$ cat src/core/clk_gate_pkg.sv
// package: register map, field layout and bus carriers of the clock gate bank
`default_nettype none

package clk_gate_pkg;

    // -------------------------------------------------------------------
    // bus geometry
    // -------------------------------------------------------------------
    localparam int unsigned ADDR_W = 12;
    localparam int unsigned DATA_W = 32;
    localparam int unsigned STRB_W = 4;
    localparam int unsigned NUM_UNITS = 8;

    // -------------------------------------------------------------------
    // register offsets within the system control block
    // -------------------------------------------------------------------
    localparam logic [31:0] SYSCTL_BASE = 32'h400f_e000;
    localparam logic [ADDR_W-1:0] OFF_RUN_CFG = 12'h060;
    localparam logic [ADDR_W-1:0] OFF_RUN_GATE = 12'h104;
    localparam logic [ADDR_W-1:0] OFF_SLEEP_GATE = 12'h114;
    localparam logic [ADDR_W-1:0] OFF_DEEP_GATE = 12'h124;
    localparam logic [ADDR_W-1:0] OFF_IRQ_STAT = 12'h200;
    localparam logic [ADDR_W-1:0] OFF_IRQ_MASK = 12'h204;

    // -------------------------------------------------------------------
    // gate field positions, shared by the three banks and the irq regs
    // -------------------------------------------------------------------
    localparam int unsigned POS_CMP1 = 25;
    localparam int unsigned POS_CMP0 = 24;
    localparam int unsigned POS_TMR2 = 18;
    localparam int unsigned POS_TMR1 = 17;
    localparam int unsigned POS_TMR0 = 16;
    localparam int unsigned POS_SYNC_SERIAL_ZERO_CLK_GATE = 4;
    localparam int unsigned POS_ASY1 = 1;
    localparam int unsigned POS_ASY0 = 0;

    // unit index i of the unit ports sits at bit UNIT_POS[i] of a register
    localparam int unsigned UNIT_POS [NUM_UNITS] = '{
        POS_ASY0, POS_ASY1, POS_SYNC_SERIAL_ZERO_CLK_GATE, POS_TMR0,
        POS_TMR1, POS_TMR2, POS_CMP0, POS_CMP1
    };

    localparam logic [DATA_W-1:0] GATE_MASK = 32'h0307_0013;
    localparam logic [DATA_W-1:0] GATE_RESET = 32'h0000_0000;
    localparam int unsigned POS_AUTO_GATE = 27;
    localparam logic [DATA_W-1:0] CFG_MASK = 32'h0800_0000;
    localparam logic [DATA_W-1:0] CFG_RESET = 32'h0000_0000;
    localparam logic [DATA_W-1:0] IRQ_RESET = 32'h0000_0000;

    // -------------------------------------------------------------------
    // types
    // -------------------------------------------------------------------
    typedef enum logic [1:0] {
        MODE_RUN = 2'b00,
        MODE_SLEEP = 2'b01,
        MODE_DEEP = 2'b10
    } power_mode_t;

    typedef struct packed {
        logic psel;
        logic penable;
        logic pwrite;
        logic [ADDR_W-1:0] paddr;
        logic [DATA_W-1:0] pwdata;
        logic [STRB_W-1:0] pstrb;
    } apb_req_t;

    typedef struct packed {
        logic pready;
        logic pslverr;
        logic [DATA_W-1:0] prdata;
    } apb_rsp_t;

endpackage : clk_gate_pkg

`default_nettype wire

$ cat src/core/deep_sleep_clock_gate_bank_one.sv
// apb clock gate bank: run, sleep and deep-sleep gates with fault reporting
`default_nettype none

module deep_sleep_clock_gate_bank_one
    import clk_gate_pkg::*;
(
    input wire logic pclk,
    input wire logic presetn,
    input wire logic clk_en,
    input wire apb_req_t apb_req,
    output apb_rsp_t apb_rsp,
    input wire power_mode_t power_mode,
    input wire logic [NUM_UNITS-1:0] unit_access,
    output logic [NUM_UNITS-1:0] unit_fault,
    output logic [NUM_UNITS-1:0] unit_clk_en,
    output logic irq
);

    // -------------------------------------------------------------------
    // state
    // -------------------------------------------------------------------
    typedef struct packed {
        logic [DATA_W-1:0] run_gate;
        logic [DATA_W-1:0] sleep_gate;
        logic [DATA_W-1:0] deep_gate;
        logic [DATA_W-1:0] run_cfg;
        logic [DATA_W-1:0] clk_on;
        logic [DATA_W-1:0] irq_stat;
        logic [DATA_W-1:0] irq_mask;
        logic [DATA_W-1:0] rdata;
        logic rd_err;
        logic loaded;
    } state_t;

    localparam state_t STATE_RESET = '{
        run_gate: GATE_RESET,
        sleep_gate: GATE_RESET,
        deep_gate: GATE_RESET,
        run_cfg: CFG_RESET,
        clk_on: GATE_RESET,
        irq_stat: IRQ_RESET,
        irq_mask: IRQ_RESET,
        rdata: 32'h0000_0000,
        rd_err: 1'b0,
        loaded: 1'b0
    };

    state_t st_q;
    state_t st_d;

    // -------------------------------------------------------------------
    // decoding helpers
    // -------------------------------------------------------------------
    function automatic logic hit(
        input logic [ADDR_W-1:0] addr,
        input logic [ADDR_W-1:0] off
    );
        return addr[ADDR_W-1:2] == off[ADDR_W-1:2];
    endfunction : hit

    function automatic logic is_mapped(input logic [ADDR_W-1:0] addr);
        return hit(addr, OFF_RUN_CFG) || hit(addr, OFF_RUN_GATE)
            || hit(addr, OFF_SLEEP_GATE) || hit(addr, OFF_DEEP_GATE)
            || hit(addr, OFF_IRQ_STAT) || hit(addr, OFF_IRQ_MASK);
    endfunction : is_mapped

    // merge write data into old value lane by lane, keeping only the
    // bits that the register really implements
    function automatic logic [DATA_W-1:0] merge(
        input logic [DATA_W-1:0] old,
        input logic [DATA_W-1:0] wdata,
        input logic [STRB_W-1:0] strb,
        input logic [DATA_W-1:0] mask
    );
        logic [DATA_W-1:0] res;
        res = old;
        for (int b = 0; b < STRB_W; b++) begin
            if (strb[b]) begin
                res[b*8 +: 8] = wdata[b*8 +: 8];
            end
        end
        return res & mask;
    endfunction : merge

    // -------------------------------------------------------------------
    // bank selection
    // -------------------------------------------------------------------
    logic [DATA_W-1:0] active_bank;

    gate_bank_select u_select (
        .run_bank(st_q.run_gate),
        .sleep_bank(st_q.sleep_gate),
        .deep_bank(st_q.deep_gate),
        .mode(power_mode),
        .auto_gate(st_q.run_cfg[POS_AUTO_GATE]),
        .active_bank(active_bank)
    );

    // -------------------------------------------------------------------
    // per-unit clock enables and fault answers
    // -------------------------------------------------------------------
    logic [DATA_W-1:0] fault_evt;

    generate
        for (genvar i = 0; i < NUM_UNITS; i++) begin : g_unit
            assign unit_clk_en[i] = st_q.clk_on[UNIT_POS[i]];
            // the fault uses the registered enable, so it agrees with the
            // clock the unit actually sees in this cycle
            assign unit_fault[i] = unit_access[i]
                                   & ~st_q.clk_on[UNIT_POS[i]];
        end
    endgenerate

    always_comb begin
        fault_evt = '0;
        for (int i = 0; i < NUM_UNITS; i++) begin
            fault_evt[UNIT_POS[i]] = unit_fault[i];
        end
    end

    // -------------------------------------------------------------------
    // read mux
    // -------------------------------------------------------------------
    logic [DATA_W-1:0] rd_mux;

    always_comb begin
        rd_mux = '0;
        if (hit(apb_req.paddr, OFF_RUN_CFG)) begin
            rd_mux = st_q.run_cfg;
        end else if (hit(apb_req.paddr, OFF_RUN_GATE)) begin
            rd_mux = st_q.run_gate;
        end else if (hit(apb_req.paddr, OFF_SLEEP_GATE)) begin
            rd_mux = st_q.sleep_gate;
        end else if (hit(apb_req.paddr, OFF_DEEP_GATE)) begin
            rd_mux = st_q.deep_gate;
        end else if (hit(apb_req.paddr, OFF_IRQ_STAT)) begin
            rd_mux = st_q.irq_stat;
        end else if (hit(apb_req.paddr, OFF_IRQ_MASK)) begin
            rd_mux = st_q.irq_mask;
        end
    end

    // -------------------------------------------------------------------
    // next state
    // -------------------------------------------------------------------
    logic access_done;
    logic do_write;
    logic [DATA_W-1:0] w1c;

    assign access_done = apb_req.psel & apb_req.penable & st_q.loaded;
    assign do_write = access_done & apb_req.pwrite & ~st_q.rd_err;

    always_comb begin
        st_d = st_q;
        w1c = '0;
        if (clk_en) begin
            // setup cycle: capture the answer so prdata leaves a flop;
            // costs no wait state, as it fits in the setup cycle, and keeps the bus timing
            // independent of the decode depth
            if (apb_req.psel && !st_q.loaded) begin
                st_d.loaded = 1'b1;
                st_d.rdata = rd_mux;
                st_d.rd_err = ~is_mapped(apb_req.paddr);
            end else if (access_done) begin
                st_d.loaded = 1'b0;
            end
            if (do_write) begin
                if (hit(apb_req.paddr, OFF_RUN_CFG)) begin
                    st_d.run_cfg = merge(st_q.run_cfg, apb_req.pwdata,
                                         apb_req.pstrb, CFG_MASK);
                end
                if (hit(apb_req.paddr, OFF_RUN_GATE)) begin
                    st_d.run_gate = merge(st_q.run_gate, apb_req.pwdata,
                                          apb_req.pstrb, GATE_MASK);
                end
                if (hit(apb_req.paddr, OFF_SLEEP_GATE)) begin
                    st_d.sleep_gate = merge(st_q.sleep_gate, apb_req.pwdata,
                                            apb_req.pstrb, GATE_MASK);
                end
                if (hit(apb_req.paddr, OFF_DEEP_GATE)) begin
                    // reserved positions are masked off on the way in
                    st_d.deep_gate = merge(st_q.deep_gate, apb_req.pwdata,
                                           apb_req.pstrb, GATE_MASK);
                end
                if (hit(apb_req.paddr, OFF_IRQ_MASK)) begin
                    st_d.irq_mask = merge(st_q.irq_mask, apb_req.pwdata,
                                          apb_req.pstrb, GATE_MASK);
                end
                if (hit(apb_req.paddr, OFF_IRQ_STAT)) begin
                    w1c = merge('0, apb_req.pwdata, apb_req.pstrb, GATE_MASK);
                end
            end
            // a fault in the clearing cycle survives the clear
            st_d.irq_stat = ((st_q.irq_stat & ~w1c) | fault_evt) & GATE_MASK;
            // no unit runs until software sets its bit
            st_d.clk_on = active_bank & GATE_MASK;
        end
    end

    // -------------------------------------------------------------------
    // registers
    // -------------------------------------------------------------------
    always_ff @(posedge pclk or negedge presetn) begin
        if (!presetn) begin
            st_q <= STATE_RESET;
        end else begin
            st_q <= st_d;
        end
    end

    // -------------------------------------------------------------------
    // outputs
    // -------------------------------------------------------------------
    always_comb begin
        apb_rsp.pready = access_done & clk_en;
        apb_rsp.pslverr = access_done & clk_en & st_q.rd_err;
        apb_rsp.prdata = st_q.rdata;
    end

    assign irq = |(st_q.irq_stat & st_q.irq_mask);

endmodule : deep_sleep_clock_gate_bank_one

`default_nettype wire

$ cat src/core/gate_bank_select.sv
// bank selector: picks the gate bank that governs the unit clocks now
`default_nettype none

module gate_bank_select
    import clk_gate_pkg::*;
(
    input wire logic [DATA_W-1:0] run_bank,
    input wire logic [DATA_W-1:0] sleep_bank,
    input wire logic [DATA_W-1:0] deep_bank,
    input wire power_mode_t mode,
    input wire logic auto_gate,
    output logic [DATA_W-1:0] active_bank
);

    // -------------------------------------------------------------------
    // selection
    // -------------------------------------------------------------------
    always_comb begin
        active_bank = run_bank;
        if (auto_gate) begin
            case (mode)
                MODE_RUN: active_bank = run_bank;
                MODE_SLEEP: active_bank = sleep_bank;
                MODE_DEEP: active_bank = deep_bank;
                // unknown mode code falls back to the run bank
                default: active_bank = run_bank;
            endcase
        end
    end

endmodule : gate_bank_select

`default_nettype wire

$ cat config.mk
export PLATFORM = sky130hd
export DESIGN_NAME = deep_sleep_clock_gate_bank_one
export DESIGN_NICKNAME = d
export VERILOG_FILES = /design/src/core/clk_gate_pkg.sv /design/src/core/deep_sleep_clock_gate_bank_one.sv /design/src/core/gate_bank_select.sv
export SDC_FILE = /design/constraint.sdc
export NUM_CORES = 1
export LEC_CHECK = 0
export BUFFER_PORTS_ARGS = -buffer_cell sky130_fd_sc_hd__buf_2
export CAP_MARGIN = 10
export CELL_PAD_IN_SITES_DETAIL_PLACEMENT = 1
export CELL_PAD_IN_SITES_GLOBAL_PLACEMENT = 2
export CORE_MARGIN = 5
export CORE_UTILIZATION = 33
export DETAILED_ROUTE_END_ITERATION = 7
export HOLD_SLACK_MARGIN = 0.06
export PLACE_DENSITY = 0.95
export RECOVER_POWER = 100
export SYNTH_ARGS = -nofsm -noshare
export SYNTH_HDL_FRONTEND = slang
export SYNTH_SLANG_ARGS = --single-unit
$ cat constraint.sdc
create_clock -name pclk -period 3.9 [get_ports pclk]
set_clock_uncertainty 0.2 [all_clocks]
set_input_delay 0.975 -clock pclk [delete_from_list [all_inputs] [get_ports pclk]]
set_output_delay 0.975 -clock pclk [all_outputs]
set_load 0.005 [all_outputs]
## Yosys cells after proc, flatten, opt, wreduce, memory -nomap -nowiden

Cells that the tools add are included.

| operators by class | value |
|---|---|
| equality and inequality tests | 8 |
| mux-type cells | 16 |
| bitwise logic cells | 28 |
| reductions and logical operators | 24 |

Operators by type and width:

| operator | number |
|---|---|
| 26-bit 2-to-1 mux | 9 |
| 26-bit AND | 2 |
| 26-bit one-hot mux with 2 select lines | 1 |
| 4-bit AND reduction | 13 |
| 32-bit OR reduction | 1 |
| 10-bit by 7-bit equality test with 1-bit output (second input constant) | 3 |
| 28-bit 2-to-1 mux | 1 |
| 26-bit NOT | 1 |
| 26-bit bitwise OR | 1 |
| 10-bit by 8-bit equality test with 1-bit output (second input constant) | 2 |
| 1-bit AND | 14 |
| 10-bit by 5-bit equality test with 1-bit output (second input constant) | 1 |
| 1-bit NOT | 10 |
| 1-bit logical OR | 5 |
| 5-bit 2-to-1 mux | 1 |
| 2-bit AND reduction | 2 |
| 3-bit 2-to-1 mux | 1 |
| 2-bit by 1-bit equality test with 1-bit output (second input constant) | 1 |
| 2-bit equality test (second input constant) | 1 |
| 1-bit 2-to-1 mux | 2 |
| 2-bit 2-to-1 mux | 1 |
| 2-bit nonzero test | 1 |
| 1-bit logical AND | 1 |
| 1-bit logical NOT | 1 |

| word-level totals | value |
|---|---|
| flip-flop bits (word level) | 83 |
| bits of input ports | 64 |
| output and inout port bits | 51 |
| logic and storage cells | 94 |

## Depth between registers and ports, before layout

| logic depth | value |
|---|---|
| depth in word-level cells | 9 |
| mapped depth | 8 |
| mapped depth without buffers | 6 |

## Cells and area by module

A second synthesis with hierarchy kept.

| second synthesis, totals | value |
|---|---|
| cells, all modules | 378 |
| area total of the unflattened synthesis | 4137.7 µm² |

By module, submodules not included:

| module | times used | cells each | area each (µm²) | sequential area each (µm²) |
|---|---|---|---|---|
| deep_sleep_clock_gate_bank_one | 1 | 299 | 3215.6 | 1501.4 |
| gate_bank_select | 1 | 79 | 922.1 | 0.0 |

## Worst setup path before layout

Ideal clock, no wire load.

| timing path | value |
|---|---|
| path type | input to register |
| from | input port apb_req[38] (netlist bit) |
| to | register st_q[226] (netlist bit) |
| setup time | 0.125 ns |
| arrival time | 2.293 ns |
| data required time | 3.575 ns |
| path slack | 1.283 ns |
| stages | 5 |
| buffers on the path | 1 |
| cell sequence | buf_6 > nor4b_4 > nand3_1 > nor4_4 > mux2_2 |

| between the ends | value |
|---|---|
| longest elaborated chain between the ends | 2 |

RTL lines:

| element | line | text |
|---|---|---|
| from (decl) | deep_sleep_clock_gate_bank_one.sv:10 | `input wire apb_req_t apb_req,` |
| 10-bit by 7-bit equality test with 1-bit output | deep_sleep_clock_gate_bank_one.sv:58 | `return addr[ADDR_W-1:2] == off[ADDR_W-1:2];` |
| 4-bit AND reduction (no line) | -- |  |
| to (signal assigned) | deep_sleep_clock_gate_bank_one.sv:207 | `st_q <= st_d;` |
| to (decl) | deep_sleep_clock_gate_bank_one.sv:48 | `state_t st_q;` |

No other way between the ends.
A chain may end at the register's enable or synchronous reset.

## Final worst setup path

| timing path | value |
|---|---|
| from | input port apb_req[38] (netlist bit) |
| to | register st_q[250] (netlist bit) |

Same word-level chain as after synthesis.

==> flow_summary.toml <==
[outcome]
status = "finished with violations"
violations = "capacitance limit, slew limit"

[synthesis]
synthArstFlopShare = 1.00
synth_cell_types = 43
synth.area.top_cells = "dfrtp_1 (42%), mux2_2 (12%), buf_4 (8.4%)"
synth_common_cells = "dfrtp_1 (60), buf_4 (40), mux2_2 (39), nand2_1 (39), inv_1 (19)"
synth_top_area_frac = 0.420
ys.warnings.count = 0
syn_avg_cell_area_um2 = 10.0
synth_edf_count = 0
synth.most_common_cell = "dfrtp_1"
synth-seq-cells = 60
syn_inst = 356
synth_flop_cell = "dfrtp_1"
syn_area_mm2 = 0.00358
yosysSeqAreaShare = 0.420
yosysTopAreaCell = "dfrtp_1"

[clock_tree]
cts_root_buf = "clkbuf_8"
cts_buffer_depth = 2
cts_resized = 0
cts_setup_buffers = 0
cts_tree = "done"
clk_pin_slew_ns = 0.07
numCtsBuffers = 9
clkLatencyLatePin_ns = 0.35
cts.sinks = 60
cts-hold-fix-buffers = 0
h-tree-depth = 3

[sta]
worstMarginPinSlew_ns = 1.67
fin_crit_ns = 3.24
hold_violations = 0
hold_ws_ns = 0.285
max_slew_margin = -0.112
setup_ws_ns = 0.655
rsz0062_at_grt = "no"
fmax_mhz = 308
drv_slew = 31
fin_tns_setup_ns = 0
setup_violations = 0
fin_crit_sh = 0.832

[grt]
grt_max_degree = 34
grt_first_pass_wirelength_um = 15800
antenna_found_initial = 0
grt_overflow = 0
track_usage = 0.158
first_global_vias = 2928

[routing]
final_antenna_net_count = 0
num_vias = 2829
routed_wl_um = 10200
wl_per_cell_um = 18.6
drtIter0Drc = 156
drc = 0
viasPerCell = 5.17
drtPass1Iterations = 4

[pwr]
p_total_mw = 1.33
p_leak_nw = 1.77
power_density_mw_per_mm2 = 339
vdd_drop_max_v = 0.000130

[worst_setup_path]
critPathKind = "in -> reg"
cp.arrival_ns = 3.27
cp_slowest_cell = "or3_1"
crit_family = "simple AND/OR/NAND/NOR gates"
cp.required_ns = 3.93
crit_buf_inv = 1
worst_setup_path_start_kind = "input pin"
r2r-end = "st_q[242]"
slowest_delay_ns = 0.61
worstReg2RegStart = "st_q[0]"
crit_fanout = 20
r2r_setup_slack_ns = 1.36
r2r_cells = 4
path_cells = "buf_2 > nor4b_4 > nand4_1 > or3_1 > mux2_4"
end_kind = "register"

[final_layout]
area_growth_pct = 9.44
nets = 469
drive_gt1_frac = 0.253
regArea_mm2 = 0.00150
n_antenna_cell = 0
multi_input_area_mm2 = 0.00166
fillers = 1280

[job]
drv_cap = 1

[placed_design]
dp_hpwl_um = 7310
place_congestion = 0.833
dp_slack_ns = 0.629
port_buffers = 65

[floorplan]
die_y_um = 114
die_x_um = 114
io_pins = 115
initial_utilization = 0.333
core_mm2 = 0.0107
die-area_mm2 = 0.0130
rows = 38

[hold_path]
holdPathEnd = "apb_rsp[1]"
hold_path_depth = 2
min_path_type = "reg -> reg"
min_from = "apb_rsp[1]"
==> worst reg2reg max path: stages (launching register included) <==
cell,delay (ns)
dfrtp_1,0.40
and3_1,0.26
nand4_2,0.25
nor4_1,0.90
mux2_2,0.42
==> flip-flops by register name, summed over array words and instances, names as in the netlist <==
name and flops:
st_q 43, unit_clk_en 8, apb_rsp 9
==> logic make-up after synthesis <==
family	Yosys count	synth area share
flip-flops	60	0.420
adder cells (fa/ha/maj)	2	0.00699
AO/OA/AOI/OAI	64	0.126
buffers and inverters	75	0.123
AND/OR/NAND/NOR	113	0.191
multiplexers	41	0.131
other	1	0.00105
==> metrics by stage <==
stage / instances / area, um^2 / util
after floorplan: 378 / 3660 / -
after global placement: 532 / 3830 / 0.356
after detailed placement: 532 / 3830 / 0.356
after CTS: 547 / 4010 / 0.373
after global routing: 547 / 3920 / 0.364
final: 547 / 3920 / 0.364
==> power breakdown <==
group	internal (mW)	leakage, nW	switching, mW
combinational	0.0448	0.885	0.0899
clock	0.309	0.0935	0.246
sequential	0.629	0.789	0.00746
total	0.982	1.77	0.343
==> layer usage <==
| layer | wire length (um) | track usage | vias to the layer above |
|---|---|---|---|
| met1 | 4460 | 0.200 | 1431 |
| li1 | - | - | 1300 |
| met4 | 210 | 0.0594 | 0 |
| met5 | 0 | 0 | - |
| met3 | 430 | 0.0322 | 18 |
| met2 | 5100 | 0.267 | 80 |
==> cells in the final DEF, fill, tap and decap left out, types with 2 or more instances in the layout <==
master and count:
and4b_1 2, clkbuf_2 3, inv_1 19, ha_1 2, nand2_1 39, nand2b_1 11
a22oi_1 12, o31ai_1 14, o21ai_0 17, clkbuf_1 25, nor4_1 3, a22o_1 2
buf_2 43, buf_4 2, mux2_1 2, clkbuf_8 10, nor4b_1 3, nor3b_1 2
nand4_1 7, dfrtp_1 60, mux2_2 37, mux2_4 2, and3_1 5, nand3_1 3
a32oi_1 8, nor3_1 7, conb_1 23, nor2_1 12, nor2b_1 11, o211ai_1 8
==> area by class of cell <==
cell class                 count  share of cell area
clock buffer                  13              0.0380
clock inverter                 2             0.00895
inverter                      19              0.0182
multi-input combinational    243               0.423
sequential                    60               0.384
tap                          140              0.0447
timing repair buffer          70              0.0837
==> worst max-delay path by stage <==
stage	start	to	slack, ns	cells after the start
after detailed placement	apb_req[38]	st_q[242]	0.63	5
after CTS	apb_req[38]	st_q[242]	0.98	5
after global routing	apb_req[38]	st_q[250]	0.60	5
after global placement	apb_req[38]	st_q[244]	0.66	5
final	apb_req[38]	st_q[250]	0.66	5
after floorplan	apb_req[38]	st_q[226]	1.28	5
Power figures use the tool's default switching activity.
